### src/design/rds_pkg.sv
// shared constants and types of the reset delay sequencer
package rds_pkg;

  ////////////////////////////////////////////////////////////////////////////
  // timebase and delays
  localparam int CLOCK_MHZ        = 125;
  localparam int T_POR_US         = 10;
  localparam int T_START_REG_US   = 20;
  localparam int T_START_NOREG_MS = 64;
  localparam int T_RST_US         = 20;
  localparam int T_LOCK_US        = 20;
  localparam int T_MON_US         = 100;
  // longer monitor delay figure, selectable through the top parameter
  localparam int T_MON_ALT_US     = 500;
  localparam int OST_PERIODS      = 1024;

  localparam int POR_CYCLES         = T_POR_US * CLOCK_MHZ;
  localparam int START_REG_CYCLES   = T_START_REG_US * CLOCK_MHZ;
  localparam int START_NOREG_CYCLES = T_START_NOREG_MS * 1000 * CLOCK_MHZ;
  localparam int RST_CYCLES         = T_RST_US * CLOCK_MHZ;
  localparam int LOCK_CYCLES        = T_LOCK_US * CLOCK_MHZ;
  localparam int MON_CYCLES         = T_MON_US * CLOCK_MHZ;
  localparam int MON_ALT_CYCLES     = T_MON_ALT_US * CLOCK_MHZ;

  localparam int CNT_W = 23;
  localparam int OST_W = 11;
  localparam int OSC_W = 3;
  localparam int ADDR_W = 8;
  localparam int DATA_W = 16;
  localparam int IRQ_W = 3;

  ////////////////////////////////////////////////////////////////////////////
  // oscillator source codes
  localparam logic [OSC_W-1:0] OSC_FRC     = 3'h0;
  localparam logic [OSC_W-1:0] OSC_FRC_PLL = 3'h1;
  localparam logic [OSC_W-1:0] OSC_PRI     = 3'h2;
  localparam logic [OSC_W-1:0] OSC_PRI_PLL = 3'h3;
  localparam logic [OSC_W-1:0] OSC_SEC     = 3'h4;
  localparam logic [OSC_W-1:0] OSC_LPRC    = 3'h5;

  ////////////////////////////////////////////////////////////////////////////
  // register map and fields
  localparam logic [ADDR_W-1:0] REG_RESET_CAUSE = 8'h00;
  localparam logic [ADDR_W-1:0] REG_OSC_CONTROL = 8'h04;
  localparam logic [ADDR_W-1:0] REG_IRQ_STATUS  = 8'h08;
  localparam logic [ADDR_W-1:0] REG_IRQ_MASK    = 8'h0C;

  localparam logic [DATA_W-1:0] M_TRAP  = 16'h8000;
  localparam logic [DATA_W-1:0] M_ILLOP = 16'h4000;
  localparam logic [DATA_W-1:0] M_EXTR  = 16'h0080;
  localparam logic [DATA_W-1:0] M_SWR   = 16'h0040;
  localparam logic [DATA_W-1:0] M_WDTO  = 16'h0010;
  localparam logic [DATA_W-1:0] M_BOR   = 16'h0002;
  localparam logic [DATA_W-1:0] M_POR   = 16'h0001;
  localparam logic [DATA_W-1:0] M_CAUSE = 16'hC0D3;
  localparam logic [DATA_W-1:0] CAUSE_RST = 16'h0003;

  localparam int OC_CURRENT_OSC_FIELD_LO = 12;
  localparam int OC_CLK_OK  = 0;
  localparam int OC_MON     = 1;

  localparam int IRQ_REL  = 0;
  localparam int IRQ_CLK  = 1;
  localparam int IRQ_FAIL = 2;
  localparam logic [IRQ_W-1:0] IRQ_RST = 3'h0;

  ////////////////////////////////////////////////////////////////////////////
  // types
  typedef struct packed {
    logic por;
    logic bor;
    logic master_clear_pin;
    logic wdt;
    logic sw;
    logic illop;
    logic uninit_w;
    logic trap_conflict;
  } rds_reset_req_t;

  typedef struct packed {
    logic [ADDR_W-1:0] addr;
    logic [DATA_W-1:0] wdata;
    logic              wr;
    logic              rd;
  } rds_bus_t;

  typedef enum logic [2:0] {ST_RUN, ST_POR, ST_START, ST_IRST, ST_WAKE} rds_state_t;

endpackage

### src/design/rds_sequencer.sv
// reset delay sequencer: system reset hold, clock release and clock monitor start
//
// Decided for this implementation: the register addresses and the plain strobed port.
`timescale 1ns/1ps
module rds_sequencer
  import rds_pkg::*;
#(
  parameter int unsigned START_NOREG = START_NOREG_CYCLES,
  parameter int unsigned MON_DELAY   = MON_CYCLES
) (
  // clock and reset
  input  wire logic              i_clock,
  input  wire logic              i_rst,
  // reset requests and wake, asynchronous levels
  input  wire rds_reset_req_t    i_reset_req,
  input  wire logic              i_wake_req,
  // configuration
  input  wire logic [OSC_W-1:0]  i_osc_select_config,
  input  wire logic              i_primary_is_crystal,
  input  wire logic              i_clk_switch_en,
  input  wire logic              i_regulator_en,
  input  wire logic              i_clock_fail_monitor_en,
  // oscillator status pins
  input  wire logic              i_osc_clock,
  input  wire logic              i_clock_valid,
  // register port
  input  wire rds_bus_t          i_bus,
  output logic      [DATA_W-1:0] o_rdata,
  // system side
  output logic                   o_system_reset_out,
  output logic                   o_core_run,
  output logic      [OSC_W-1:0]  o_osc_select,
  output logic                   o_osc_fail_trap,
  output logic                   o_irq
);

  if (START_NOREG < 1 || START_NOREG >= (1 << CNT_W)) begin : g_bad_start
    $error("start-up count out of range");
  end
  if (MON_DELAY < 1 || MON_DELAY >= (1 << CNT_W)) begin : g_bad_mon
    $error("monitor count out of range");
  end

  ////////////////////////////////////////////////////////////////////////////
  // helpers
  function automatic logic needs_ost(input logic [OSC_W-1:0] src, input logic xtal);
    needs_ost = (src == OSC_SEC) || (xtal && (src == OSC_PRI || src == OSC_PRI_PLL));
  endfunction

  function automatic logic needs_pll(input logic [OSC_W-1:0] src);
    needs_pll = (src == OSC_FRC_PLL) || (src == OSC_PRI_PLL);
  endfunction

  function automatic logic [CNT_W-1:0] phase_cycles(input rds_state_t st, input logic reg_en);
    case (st)
      ST_POR:           phase_cycles = CNT_W'(POR_CYCLES);
      ST_START, ST_WAKE: phase_cycles = reg_en ? CNT_W'(START_REG_CYCLES) : CNT_W'(START_NOREG);
      ST_IRST:          phase_cycles = CNT_W'(RST_CYCLES);
      default:          phase_cycles = '0;
    endcase
  endfunction

  ////////////////////////////////////////////////////////////////////////////
  // synchronisers
  rds_reset_req_t   req_m;
  rds_reset_req_t   req_s;
  logic [2:0]       osc_s;
  logic [1:0]       valid_s;
  logic             boot;

  always_ff @(posedge i_clock or posedge i_rst) begin
    if (i_rst) begin
      req_m   <= '0;
      req_s   <= '0;
      osc_s   <= '0;
      valid_s <= '0;
      boot    <= 1'b1;
    end else begin
      req_m   <= i_reset_req;
      req_s   <= req_m;
      osc_s   <= {osc_s[1:0], i_osc_clock};
      valid_s <= {valid_s[0], i_clock_valid};
      boot    <= 1'b0;
    end
  end

  ////////////////////////////////////////////////////////////////////////////
  // request decode
  rds_state_t       state;
  rds_state_t       next_state;
  logic [OSC_W-1:0] cur_osc;
  logic [OSC_W-1:0] next_cur_osc;
  logic             pow_q;
  logic             mon_armed;
  logic             clk_rel_q;
  logic [DATA_W-1:0] cause;
  logic [IRQ_W-1:0] irq_status;
  logic [IRQ_W-1:0] irq_mask;
  logic [CNT_W-1:0] hold_cnt;
  logic [OST_W-1:0] ost_cnt;
  logic [CNT_W-1:0] pll_cnt;
  logic [CNT_W-1:0] mon_cnt;
  logic             hold_zero;
  logic             ost_zero;
  logic             pll_zero;
  logic             mon_zero;
  logic             mon_fail;

  wire req_por   = req_s.por | boot;
  wire req_bor   = req_s.bor;
  wire req_pow   = req_por | req_bor;
  wire req_any   = req_pow | (|req_s);
  wire osc_edge  = osc_s[1] & ~osc_s[2];
  wire wr_cause  = i_bus.wr && i_bus.addr == REG_RESET_CAUSE;
  wire wr_osc    = i_bus.wr && i_bus.addr == REG_OSC_CONTROL;
  wire wr_status = i_bus.wr && i_bus.addr == REG_IRQ_STATUS;
  wire wr_mask   = i_bus.wr && i_bus.addr == REG_IRQ_MASK;

  ////////////////////////////////////////////////////////////////////////////
  // hold sequence
  always_comb begin
    next_state = state;
    if (req_any) begin
      next_state = req_por ? ST_POR : (req_bor ? ST_START : ST_IRST);
    end else begin
      case (state)
        ST_POR:   if (hold_zero) next_state = ST_START;
        ST_START: if (hold_zero) next_state = ST_IRST;
        ST_IRST:  if (hold_zero) next_state = ST_RUN;
        ST_WAKE:  if (hold_zero) next_state = ST_RUN;
        ST_RUN:   if (i_wake_req && i_regulator_en) next_state = ST_WAKE;
        default:  next_state = ST_RUN;
      endcase
    end
  end

  wire hold_load  = req_any | (next_state != state);
  wire next_sys   = next_state == ST_POR || next_state == ST_START || next_state == ST_IRST;
  wire release_ev = o_system_reset_out & ~next_sys;

  rds_down_counter #(.W(CNT_W)) u_hold (
    .i_clock (i_clock),
    .i_rst   (i_rst),
    .i_load  (hold_load),
    .i_value (phase_cycles(next_state, i_regulator_en)),
    .i_step  (1'b1),
    .o_count (hold_cnt),
    .o_zero  (hold_zero)
  );

  ////////////////////////////////////////////////////////////////////////////
  // clock source and oscillator delays, alongside the hold
  always_comb begin
    next_cur_osc = cur_osc;
    if (req_any && (req_pow || !i_clk_switch_en)) begin
      next_cur_osc = i_osc_select_config;
    end else if (req_any) begin
      next_cur_osc = cur_osc;
    end else if (mon_fail) begin
      next_cur_osc = OSC_FRC;
    end else if (wr_osc && i_clk_switch_en) begin
      next_cur_osc = i_bus.wdata[OC_CURRENT_OSC_FIELD_LO +: OSC_W];
    end
  end

  wire need_ost = req_pow && needs_ost(next_cur_osc, i_primary_is_crystal);
  wire need_pll = req_pow && needs_pll(next_cur_osc);

  rds_down_counter #(.W(OST_W)) u_ost (
    .i_clock (i_clock),
    .i_rst   (i_rst),
    .i_load  (req_any),
    .i_value (need_ost ? OST_W'(OST_PERIODS) : '0),
    .i_step  (osc_edge),
    .o_count (ost_cnt),
    .o_zero  (ost_zero)
  );

  rds_down_counter #(.W(CNT_W)) u_pll (
    .i_clock (i_clock),
    .i_rst   (i_rst),
    .i_load  (req_any),
    .i_value (need_pll ? CNT_W'(LOCK_CYCLES) : '0),
    .i_step  (1'b1),
    .o_count (pll_cnt),
    .o_zero  (pll_zero)
  );

  wire clk_rel = ost_zero & pll_zero & ~req_any;

  ////////////////////////////////////////////////////////////////////////////
  // clock monitor
  wire mon_slow = pow_q && (needs_ost(cur_osc, i_primary_is_crystal) || needs_pll(cur_osc));
  wire mon_active = mon_armed & mon_zero & i_clock_fail_monitor_en;
  assign mon_fail = mon_active & ~valid_s[1] & (cur_osc != OSC_FRC) & ~req_any;

  rds_down_counter #(.W(CNT_W)) u_mon (
    .i_clock (i_clock),
    .i_rst   (i_rst),
    .i_load  (release_ev),
    .i_value (mon_slow ? CNT_W'(MON_DELAY) : '0),
    .i_step  (1'b1),
    .o_count (mon_cnt),
    .o_zero  (mon_zero)
  );

  ////////////////////////////////////////////////////////////////////////////
  // registers
  wire [DATA_W-1:0] cause_base = wr_cause ? (i_bus.wdata & M_CAUSE) : cause;
  wire [DATA_W-1:0] cause_clr  = req_por ? M_CAUSE : (req_bor ? (M_CAUSE & ~M_EXTR) : '0);
  wire [DATA_W-1:0] cause_set  = ({DATA_W{req_por}} & (M_POR | M_BOR))
                               | ({DATA_W{req_bor}} & M_BOR)
                               | ({DATA_W{req_s.master_clear_pin}} & M_EXTR)
                               | ({DATA_W{req_s.wdt}} & M_WDTO)
                               | ({DATA_W{req_s.sw}} & M_SWR)
                               | ({DATA_W{req_s.illop | req_s.uninit_w}} & M_ILLOP)
                               | ({DATA_W{req_s.trap_conflict}} & M_TRAP);
  wire [DATA_W-1:0] next_cause = (cause_base & ~cause_clr) | cause_set;

  wire [IRQ_W-1:0] irq_ev = {mon_fail, clk_rel & ~clk_rel_q, release_ev};
  wire [IRQ_W-1:0] irq_clr = wr_status ? i_bus.wdata[IRQ_W-1:0] : '0;
  wire [IRQ_W-1:0] next_irq_status = (irq_status & ~irq_clr) | irq_ev;

  wire [DATA_W-1:0] osc_word = {1'b0, cur_osc, 10'h000, mon_active, clk_rel_q};
  wire [DATA_W-1:0] read_mux =
      (i_bus.addr == REG_RESET_CAUSE) ? cause :
      (i_bus.addr == REG_OSC_CONTROL) ? osc_word :
      (i_bus.addr == REG_IRQ_STATUS)  ? {13'h0000, irq_status} :
      (i_bus.addr == REG_IRQ_MASK)    ? {13'h0000, irq_mask} : '0;

  always_ff @(posedge i_clock or posedge i_rst) begin
    if (i_rst) begin
      state              <= ST_POR;
      cur_osc            <= OSC_FRC;
      pow_q              <= 1'b1;
      mon_armed          <= 1'b0;
      clk_rel_q          <= 1'b0;
      cause              <= CAUSE_RST;
      irq_status         <= IRQ_RST;
      irq_mask           <= IRQ_RST;
      o_rdata            <= '0;
      o_system_reset_out <= 1'b1;
      o_core_run         <= 1'b0;
      o_osc_fail_trap    <= 1'b0;
    end else begin
      state              <= next_state;
      cur_osc            <= next_cur_osc;
      pow_q              <= req_any ? req_pow : pow_q;
      mon_armed          <= ~req_any & (mon_armed | release_ev);
      clk_rel_q          <= clk_rel;
      cause              <= next_cause;
      irq_status         <= next_irq_status;
      irq_mask           <= wr_mask ? i_bus.wdata[IRQ_W-1:0] : irq_mask;
      o_rdata            <= i_bus.rd ? read_mux : '0;
      o_system_reset_out <= next_sys;
      o_core_run         <= (next_state == ST_RUN) & clk_rel;
      o_osc_fail_trap    <= mon_fail;
    end
  end

  assign o_osc_select = cur_osc;
  assign o_irq = |(irq_status & irq_mask);
endmodule

### src/design/rds_down_counter.sv
// loadable down-counter used for every sequencer delay
`timescale 1ns/1ps
module rds_down_counter #(
  parameter int W = 23
) (
  // clock and reset
  input  wire logic         i_clock,
  input  wire logic         i_rst,
  // control
  input  wire logic         i_load,
  input  wire logic [W-1:0] i_value,
  input  wire logic         i_step,
  // state
  output logic      [W-1:0] o_count,
  output logic              o_zero
);

  if (W < 2) begin : g_bad_width
    $error("counter width too small");
  end

  assign o_zero = (o_count == '0);

  always_ff @(posedge i_clock or posedge i_rst) begin
    if (i_rst) begin
      o_count <= '0;
    end else if (i_load) begin
      o_count <= i_value;
    end else if (i_step && !o_zero) begin
      o_count <= o_count - W'(1);
    end
  end
endmodule

### config.mk
export PLATFORM = sky130hd
export DESIGN_NAME = rds_sequencer
export DESIGN_NICKNAME = d
export VERILOG_FILES = /design/src/design/rds_pkg.sv /design/src/design/rds_sequencer.sv /design/src/design/rds_down_counter.sv
export SDC_FILE = /design/constraint.sdc
export NUM_CORES = 1
export LEC_CHECK = 0
export ABC_AREA = 1
export BUFFER_PORTS_ARGS = -buffer_cell sky130_fd_sc_hd__buf_2
export CORE_ASPECT_RATIO = 1.5
export CORE_MARGIN = 1
export CORE_UTILIZATION = 50
export CTS_BUF_LIST = sky130_fd_sc_hd__clkbuf_8
export DETAILED_ROUTE_END_ITERATION = 16
export HOLD_SLACK_MARGIN = 0.1
export PLACE_DENSITY = 0.69
export SYNTH_ARGS = -nofsm -noshare
export SYNTH_HDL_FRONTEND = slang
export SYNTH_SLANG_ARGS = --single-unit
### constraint.sdc
create_clock -name i_clock -period 6.3 [get_ports i_clock]
set_input_delay 0.63 -clock i_clock [delete_from_list [all_inputs] [get_ports i_clock]]
set_output_delay 0.63 -clock i_clock [all_outputs]
set_load 0.01 [all_outputs]
==> results of run 1 <==
-- Yosys cell counts, drive strengths merged --
cell	instances	share of area, %
o21ai	49	3.5
xnor2	9	1.1
nor4	11	0.97
nand2	156	8.7
xor2	26	3.2
o211a	1	0.14
nand3	67	4.9
nand3b	4	0.42
o211ai	3	0.32
ha	5	0.88
o22ai	2	0.18
or2	5	0.44
o31ai	2	0.21
nor3	24	1.9
buf	13	1.5
nor2	137	8.2
conb	1	0.053
a21oi	45	3.2
a32o	1	0.14
nand4	23	2.0
clkbuf	4	0.21
and3	2	0.18
a211oi	3	0.39
a21boi	1	0.11
o21a	3	0.32
dfrtp	131	46
dfstp	6	2.2
a31oi	3	0.27
inv	147	7.8
-- per-layer routing --
| metal | share of wire, % | global-route usage (%) | vias to the layer above |
|---|---|---|---|
| met1 | 43 | 24.6 | 2709 |
| met3 | 2.5 | 3.88 | 15 |
| met4 | 1.3 | 6.69 | 0 |
| met5 | 0 | 0 | - |
| li1 | - | - | 2956 |
| met2 | 53 | 39.3 | 90 |
-- cell type report --
| cell class | instances | area, um^2 |
|---|---|---|
| well taps | 162 | 203 |
| clock inverters | 15 | 150 |
| multi-input cells | 589 | 2980 |
| fillers | 1315 | 5810 |
| repair buffers | 58 | 295 |
| clock buffers | 17 | 234 |
| flip-flops and latches | 137 | 3440 |
| inverters | 147 | 557 |
-- through the flow --
stage / setup WS (ns) / util [%]
final: 3.24 / 57.5
after global routing: 2.95 / 57.5
after CTS: 3.21 / 57.5
after detailed placement: 3.24 / 54.7
after global placement: 3.24 / 54.7
after floorplan: 2.01 / -
-- worst paths after layout --
check,endpoint,slack [ns],cells past startpoint
max in group asynchronous,req_m[3],4.77,3
hold reg to reg,req_s[2],0.35,0
min in group asynchronous,u_pll.o_count[18],0.29,2
setup reg to reg,u_hold.o_count[22],3.24,12
setup / recovery,u_hold.o_count[22],3.24,12
hold / removal,valid_s[0],0.28,1
-- worst register-to-register path, stage by stage (launching register included) --
cell and delay, ns:
dfstp_2 0.55, nor2_4 0.07, nand4_1 0.09, nor2_2 0.04, buf_4 0.24, inv_1 0.48
nand2_1 0.22, o211ai_1 0.16, nand2_1 0.12, nor2_4 0.31, nand2_4 0.21, nor2_4 0.35
a21oi_1 0.09
-- power breakdown --
part,leakage [uW],internal [uW],switching [uW]
sequential,0.00176,961,75.9
combinational,0.00222,154,260
clock,0.000194,295,389
-- flip-flops by register name (all words and copies together) (netlist names), 3 cells and up --
| register | flops |
|---|---|
| irq_mask | 3 |
| osc_s | 3 |
| irq_status | 3 |
| o_osc_select | 3 |
| u_ost.o_count | 11 |
| cause | 7 |
| state | 3 |
| o_rdata | 10 |
| req_m | 8 |
| req_s | 7 |
| u_pll.o_count | 23 |
| u_hold.o_count | 23 |
| u_mon.o_count | 23 |
-- logic make-up after synthesis --
logic type / Yosys count / synth area share [%]
simple gates: 429 / 27.8
buf+inv: 164 / 9.55
flops: 137 / 48.6
compound gates: 113 / 8.78
xor+xnor: 35 / 4.33
fa+ha+maj: 5 / 0.885
other cells: 1 / 0.0530
==> impl_results.md, run 1 <==
* Final Power at 2140 uW
* Most common cell after layout, fill and taps aside: nand2_1
* Via count at 5,770
* Nets at 1,001
* Sequential share of the synthesized area at 48.6%
* Layout cells sized above 1 at 13.4%
* CP arrival at 3.36 ns
* CTS clk-pin slew, worst paths at 0.09 ns
* Synthesized flop and latch total at 137
* CP cell instances: nor2_4, nand4_1, nor2_2, buf_4, inv_1, nand2_1, o211ai_1, nand2_1, nor2_4, nand2_4, nor2_4, a21oi_1
* Worst Path Buf+Inv at 2
* Status: completed
* Total leakage power at 0.00418 uW
* Most frequent cells in the layout: nand2_1, inv_1, dfrtp_1
* Crit. End Element: flop
* Mean Syn Cell Area at 8.00 um^2
* Drt first pass iters at 5
* Placer Congestion at 0.862
* Chip height at 148 um
* Clock sinks at 137
* Final Setup Violations at 0
* CP dominant cell by count: nor2_4
* Wire length of the first global-routing pass at 24,800 um
* Tcrit/Tclk final at 48.6%
* Gr ovfl total at 0
* Port bufs at 56
* Post-CTS Hold Fix Bufs at 0
* WL/cell at 13.1 um
* Critical path class: flop to flop
* Area Overhead vs Synth at 11.1%
* Post-Route Skew at 0.0125 ns
* Hold Crit Class: input pin to flop
* # DRC at 0
* Delay-heaviest family, CP: simple AND/OR/NAND/NOR gates
* TritonCTS Buffers at 17
* Setup TNS at 0 ns
* Worst-Margin Slew at 0.777 ns
* CTS tree: done
* Crit Reg-Reg Startpoint: boot
* Fmax at 0.327 GHz
* ANT nets after route at 0
* CP max FO at 34
* Tmin final at 3.06 ns
* Synth cell types at 40
* CTS root buffer: clkbuf_8
* 1st-iter DRT viols at 196
* Antenna diode count at 0
* Core Area at 13,700 um^2
* Pins Over Slew Limit at 0
* CP max stage cell: dfstp_2
* Power Density at 272 nW/um^2
* Initial Utilization at 51.8%
* Required @ worst endpoint at 6.60 ns
* Final HPWL DP at 10,700 um
* Die W at 99.1 um
* H-tree depth at 4
* Worst hold slack at 0.285 ns
* IO Pins at 69
* Max-Cap Viols at 0
* Clock Latency Late Sink at 0.44 ns
* Post-Synthesis Cell Area at 7070 um^2
* Non-filler cells in the finished layout at 1,125
* Routed Wire Length at 14,700 um
* Post-Place Cells at 1,093
* Placed inst area at 7470 um^2
* Vias per inst at 5.13
* Postcts setup bufs at 0
* Min-delay src: i_clock_valid
* Final instance area at 7860 um^2
* Gr usage total at 21.2%
* Startpoint types: flop
* Critical Path Source: boot
* Initial antenna violation count at 0
* Max VDD drop at 0.000171 V
* Cell count after synthesis at 884
* Max_slew headroom at 48.2%
* Final Hold Vio Count at 0
* Syn. warnings at 0
* Number of global-route vias before repair at 5,568
* Row count at 52
* Post-cts resize count at 0
* Max incr delay on CP at 0.55 ns
* Largest net degree at the start of global routing at 76
* Unrepaired setup endpoints after global routing: no
* Max Root-Sink Buffers at 2
* Area of the die at 14,600 um^2
(Power assumes the default switching activity.)
==> run 2, diff against run 1 <==
==> constraint.sdc (replaced) <==
create_clock -name i_clock -period 3 [get_ports i_clock]
set_input_delay 0.3 -clock i_clock [delete_from_list [all_inputs] [get_ports i_clock]]
set_output_delay 0.3 -clock i_clock [all_outputs]
set_load 0.01 [all_outputs]
==> impl_results.md, run 2 (synthesis results as in run 1) <==
* Status: completed
* TritonCTS Buffers at 17 (unchanged)
* Reg2Reg Depth at 15 (+3)
* Area Overhead vs Synth at 14.1%
* Gr usage total at 22.3% (+1.0 points)
* H-tree depth at 4 (unchanged)
* Regs by FF count: u_hold.o_count x23, u_mon.o_count x23, u_pll.o_count x23
* Pre-CTS setup slack at 0.438 ns (-2.80 ns)
* Tcrit/Tclk final at 85.1% (+37 points)
* Row count at 52 (unchanged)
* 1st-iter DRT viols at 257 (+31%)
* Sw Ratio at 33.4% (-0.51 points)
* Clock Latency Late Sink at 0.46 ns (+0.02 ns)
* Layout cells sized above 1 at 14.0% (+0.63 points)
* WL/cell at 13.2 um (+0.63%)
* Worst hold path depth at 3 (+2)
* Placed inst area at 7550 um^2 (+1.1%)
* Wire length of the first global-routing pass at 25,600 um (+3.1%)
* Die W at 99.1 um (unchanged)
* Switching power at 1530 uW (+110%)
* Routed Wire Length at 15,100 um (+2.5%)
* Placer Congestion at 0.849 (-1.5%)
* Max_slew headroom at 48.4% (+0.23 points)
* Max Root-Sink Buffers at 2 (unchanged)
* Chip height at 148 um (unchanged)
* Unrepaired setup endpoints after global routing: no
* Area of the die at 14,600 um^2 (unchanged)
* Core Area at 13,700 um^2 (unchanged)
* Flop2flop setup slack at 0.45 ns (-2.79 ns)
* Post-cts resize count at 0 (unchanged)
* CTS tree: done
* Startpoint types: flop
* Max VDD drop at 0.000521 V (+200%)
* ANT nets after route at 0 (unchanged)
* Via count at 5,913 (+2.5%)
* Antenna diode count at 0 (unchanged)
* Number of global-route vias before repair at 5,795 (+4.1%)
* CP dominant cell by count: nand2_1
* Crit. End Element: flop
* Largest net degree at the start of global routing at 50 (-34%)
* Pins Over Slew Limit at 0 (unchanged)
* Vias per inst at 5.16 (+0.60%)
* Delay-heaviest family, CP: simple AND/OR/NAND/NOR gates
* Fmax at 0.392 GHz (+20%)
* Final HPWL DP at 11,100 um (+3.5%)
* IO Pins at 69 (unchanged)
* Clock sinks at 137 (unchanged)
* Setup TNS at 0 ns (unchanged)
* Final instance area at 8070 um^2 (+2.7%)
* Worst-Margin Slew at 0.772 ns (-0.00510 ns)
* CP cell instances: inv_1, ha_1, nand2_2, nor2_4, nand3_4, nand2_1, nand3_1, nand2_1, nand2_2, nand2_1, nand2_1, nor2_4, nand2_4, nor2_4, a21oi_1
* Final Setup Violations at 0 (unchanged)
* Logic pwr share at 19.7% (+0.3 points)
* Worst setup slack after layout at 0.447 ns (-2.79 ns)
* # DRC at 0 (unchanged)
* Gr ovfl total at 0 (unchanged)
* CP max FO at 15 (-56%)
* Postcts setup bufs at 0 (unchanged)
* Post-Route Skew at 0.0178 ns (+0.00537 ns)
* Initial Utilization at 51.8% (unchanged)
* Total leakage power at 0.00427 uW (+2.1%)
* Initial antenna violation count at 0 (unchanged)
* Most common cell after layout, fill and taps aside: nand2_1
* Most frequent cells in the layout: nand2_1, inv_1, dfrtp_1
* Port bufs at 56 (unchanged)
* Worst Path Buf+Inv at 1 (-1)
* Hold Crit Class: input pin to flop
* Required @ worst endpoint at 3.32 ns (-3.28 ns)
* Max incr delay on CP at 0.36 ns (-0.19 ns)
* CTS root buffer: clkbuf_8
* Max-Cap Viols at 0 (unchanged)
* CP max stage cell: dfrtp_1
* CTS clk-pin slew, worst paths at 0.09 ns (about the same)
* Critical path class: flop to flop
* Clk pwr share at 32.7% (+0.7 points)
* Worst path depth at 15 (+3)
* Tmin final at 2.55 ns (-0.507 ns)
* Internal power at 3050 uW (+120%)
* Drt first pass iters at 5 (unchanged)
* Nets at 1,022 (+2.1%)
* Final Hold Vio Count at 0 (unchanged)
* CP arrival at 2.88 ns (-0.48 ns)
* Power Density at 568 nW/um^2 (+110%)
* Power share of the sequential group at 47.6% (-1.0 points)
[run 2: cell count changes in the layout (fill, tap and decap cells not counted)]
cell and change:
inv_8 -3, clkinv_4 -3, dlygate4sd3_1 +12, inv_6 +1, buf_12 +1, buf_4 +8
bufinv_16 +1, clkinvlp_4 +4
[run 2: layer usage]
layer	wire (um)	vias to the layer above	track usage [%]
met2	8050	119	40.6
li1	-	2993	-
met1	6160	2773	24.8
met4	315	0	9.04
met3	572	28	5.20
met5	0	-	0
[run 2: worst min-delay path, stage by stage]
cell	delay, ns
buf_2	0.14
nand3_1	0.08
nand2_1	0.05
[run 2: through the flow]
stage | cells | hold WS, ns | power, uW | util (%)
after floorplan | 890 | 0.331 | 2890 | -
final | 1146 | 0.138 | 4580 | 59.0
after global routing | 1146 | 0.138 | 4860 | 59.0
after global placement | 1102 | 0.332 | 3080 | 55.3
after CTS | 1146 | 0.105 | 4630 | 59.0
after detailed placement | 1102 | 0.335 | 3100 | 55.3
[run 2: repair_timing]
item / 4_1_cts / 5_1_grt
setup endpoints to repair: 0 / 0
hold buffers: 12 / 0
endpoints found under the hold margin: 43 / 0
[run 2: path summary, 6_finish.rpt]
check	startpoint	to
worst min register to register	osc_s[0]	osc_s[1]
worst min-delay path	i_bus[0]	o_rdata[0]
max in group asynchronous	i_rst	o_system_reset_out
min in group asynchronous	i_rst	u_pll.o_count[3]
worst max register to register	u_hold.o_count[0]	u_hold.o_count[10]
worst max-delay path	u_hold.o_count[0]	u_hold.o_count[10]
[run 2: power by group through the flow]
stage	combinational [uW]	clock, uW	sequential [uW]
3_5_place_dp	888	0	2210
4_1_cts	910	1540	2180
2_1_floorplan	713	0	2170
6_report	901	1500	2180
5_1_grt	1050	1610	2200
3_3_place_gp	873	0	2210
[run 2: layout make-up]
type / count / area [um^2]
repair buffers: 79 / 495
multi-input cells: 589 / 2980
flip-flops and latches: 137 / 3440
well taps: 162 / 203
fillers: 1282 / 5600
clock buffers: 17 / 234
inverters: 147 / 556
clock inverters: 15 / 160
==> run 3, diff against run 2 <==
--- a/config.mk
+++ b/config.mk
@@ -9,11 +9,10 @@
 export BUFFER_PORTS_ARGS = -buffer_cell sky130_fd_sc_hd__buf_2
 export CORE_ASPECT_RATIO = 1.5
 export CORE_MARGIN = 1
-export CORE_UTILIZATION = 50
+export CORE_UTILIZATION = 45
 export CTS_BUF_LIST = sky130_fd_sc_hd__clkbuf_8
 export DETAILED_ROUTE_END_ITERATION = 16
 export HOLD_SLACK_MARGIN = 0.1
-export PLACE_DENSITY = 0.69
 export SYNTH_ARGS = -nofsm -noshare
 export SYNTH_HDL_FRONTEND = slang
 export SYNTH_SLANG_ARGS = --single-unit
==> impl_results.md, run 3 (synthesis results as in run 1) <==
* Status: completed
* R2R Path End: u_mon.o_count[19]
* Non-filler cells in the finished layout at 1,188 (+3.7%)
* Max_slew headroom at 49.0% (+0.62 points)
* Placer Congestion at 0.832 (-1.9%)
* Routed Wire Length at 15,700 um (+4.0%)
* # DRC at 0 (unchanged)
* Drt first pass iters at 4 (-1)
* WL/cell at 13.2 um (+0.34%)
* Port bufs at 56 (unchanged)
* Power Density at 563 nW/um^2 (-0.85%)
* Number of global-route vias before repair at 5,678 (-2.0%)
* Clock Latency Late Sink at 0.46 ns (about the same)
* TritonCTS Buffers at 17 (unchanged)
* Power share of the sequential group at 47.4% (-0.2 points)
* CTS clk-pin slew, worst paths at 0.08 ns (about the same)
* Required @ worst endpoint at 3.35 ns (+0.03 ns)
* Vias per inst at 4.89 (-5.2%)
* Hold Crit Class: input pin to flop
* Flop2flop setup slack at 0.35 ns (-0.10 ns)
* Max incr delay on CP at 0.36 ns (about the same)
* Most frequent cells in the layout: nand2_1, inv_1, dfrtp_1
* Via count at 5,813 (-1.7%)
* 1st-iter DRT viols at 233 (-9.3%)
* Logic pwr share at 20.0% (+0.3 points)
* Initial Utilization at 46.5% (-5.3 points)
* CP arrival at 2.99 ns (+0.11 ns)
* Fillcell total at 1,519 (+18%)
* Switching power at 1530 uW (about the same)
* Max-Cap Viols at 0 (unchanged)
* Reg2Reg Depth at 15 (unchanged)
* Largest net degree at the start of global routing at 138 (+180%)
* Post-Place Cells at 1,143 (+3.7%)
* Clock sinks at 137 (unchanged)
* Storage element area at 3440 um^2 (unchanged)
* Wire length of the first global-routing pass at 26,800 um (+4.8%)
* Unrepaired setup endpoints after global routing: no
* Max VDD drop at 0.000464 V (-11%)
* Final HPWL DP at 11,600 um (+4.3%)
* Total leakage power at 0.00429 uW (+0.60%)
* CP cell instances: inv_1, ha_1, nand2_2, nor2_4, nand4_1, nand3_1, nand2_1, nand2_2, inv_1, nor2_2, nand2_2, buf_4, buf_4, nand3b_1, inv_1
* Clk pwr share at 32.6% (about the same)
* Sw Ratio at 33.4% (-0.053 points)
* Post-cts resize count at 0 (unchanged)
* Area Overhead vs Synth at 15.3%
* Area of the die at 16,200 um^2 (+11%)
* Final Hold Vio Count at 0 (unchanged)
* Row count at 55 (+5.8%)
* Gr usage total at 20.9% (-1.3 points)
* Die W at 104 um (+5.3%)
* Initial antenna violation count at 0 (unchanged)
* Tcrit/Tclk final at 88.3% (+3.2 points)
* Area occupied by multi-input gates at 2980 um^2 (unchanged)
* Post-Route Skew at 0.0157 ns (-0.00212 ns)
* Setup TNS at 0 ns (unchanged)
* H-tree depth at 4 (unchanged)
* Pins Over Slew Limit at 0 (unchanged)
* Core Area at 15,200 um^2 (+11%)
* Chip height at 156 um (+5.3%)
* Regs by FF count: u_hold.o_count x23, u_mon.o_count x23, u_pll.o_count x23
* CP max FO at 13 (-2)
* Max Root-Sink Buffers at 2 (unchanged)
* Worst-Margin Slew at 0.764 ns (-0.00761 ns)
* Nets at 1,027 (+0.49%)
* Critical Path Source: u_hold.o_count[0]
* CTS root buffer: clkbuf_8
* Final Setup Violations at 0 (unchanged)
* Most common cell after layout, fill and taps aside: nand2_1
* Antenna diode count at 0 (unchanged)
* Startpoint types: flop
* ANT nets after route at 0 (unchanged)
* Fmax at 0.378 GHz (-3.6%)
* IO Pins at 69 (unchanged)
* Final core occ at 53.6% (-5.4 points)
* Critical path endpoint: u_mon.o_count[19]
* Internal power at 3060 uW (+0.26%)
* CTS tree: done
* Gr ovfl total at 0 (unchanged)
* CP max stage cell: dfrtp_1
* Critical path class: flop to flop
* Crit Reg-Reg Startpoint: u_hold.o_count[0]
* Layout cells sized above 1 at 14.4% (+0.33 points)
* Final Power at 4590 uW (+0.18%)
* Crit. End Element: flop
* Tmin final at 2.65 ns (+0.0955 ns)
[run 3: changes by cell type in the layout (fill, tap and decap cells not counted), sizes merged]
cell         before  now
dlygate4sd3      12   13
buf              67   71
[run 3: timing repair]
action                    in CTS  in global routing
buffers inserted               0                  0
hold buffers                  13                  0
hold endpoints to repair     122                  0
[run 3: routing by layer]
metal | share of wire (%) | global-route usage, % | vias to the layer above | routed length (um)
met5 | 0 | 0 | - | 0
met4 | 1.6 | 7.62 | 0 | 254
met3 | 2.9 | 4.43 | 17 | 456
met2 | 53 | 37.8 | 80 | 8250
met1 | 43 | 24.3 | 2713 | 6740
li1 | - | - | 3003 | -
[run 3: cell type report]
| class | instances | share of cell area, % |
|---|---|---|
| Inverter | 147 | 6.82 |
| Sequential cell | 137 | 42.2 |
| Timing Repair Buffer | 84 | 6.57 |
| Clock buffer | 17 | 2.87 |
| Tap cell | 199 | 3.05 |
| Clock inverter | 15 | 1.93 |
| Multi-Input combinational cell | 589 | 36.6 |
[run 3: worst max-delay path, delay by kind of cell, from the launching register on]
kind	cells	cell delay, ns
simple gates	9	1.29
flops	1	0.36
fa+ha+maj	1	0.27
buf+inv	5	0.62
[run 3: worst min-delay path by stage]
stage	startpoint	end	slack, ns	cells after the start
2_1_floorplan	osc_s[0]	osc_s[1]	0.33	0
3_3_place_gp	osc_s[0]	osc_s[1]	0.33	0
3_5_place_dp	req_m[1]	req_s[1]	0.33	0
4_1_cts	i_bus[0]	o_rdata[1]	0.10	3
5_1_grt	i_bus[0]	o_rdata[1]	0.13	3
6_report	i_bus[4]	irq_mask[2]	0.13	3
[run 3: stage by stage]
stage / worst slack (ns) / hold WS, ns / cell area, um^2
finish: 0.351 / 0.132 / 8150
CTS: 0.336 / 0.105 / 8150
global route: 0.0888 / 0.127 / 8150
detailed placement: 0.348 / 0.335 / 7630
floorplan: 0.857 / 0.331 / 7100
global placement: 0.385 / 0.332 / 7630
[run 3: power groups by stage]
stage                     clock, uW  combinational [uW]  sequential, uW
after floorplan                   0                 713            2170
after global placement            0                 892            2210
after detailed placement          0                 909            2210
after CTS                      1550                 929            2170
after global routing           1620                1090            2200
final                          1490                 918            2180
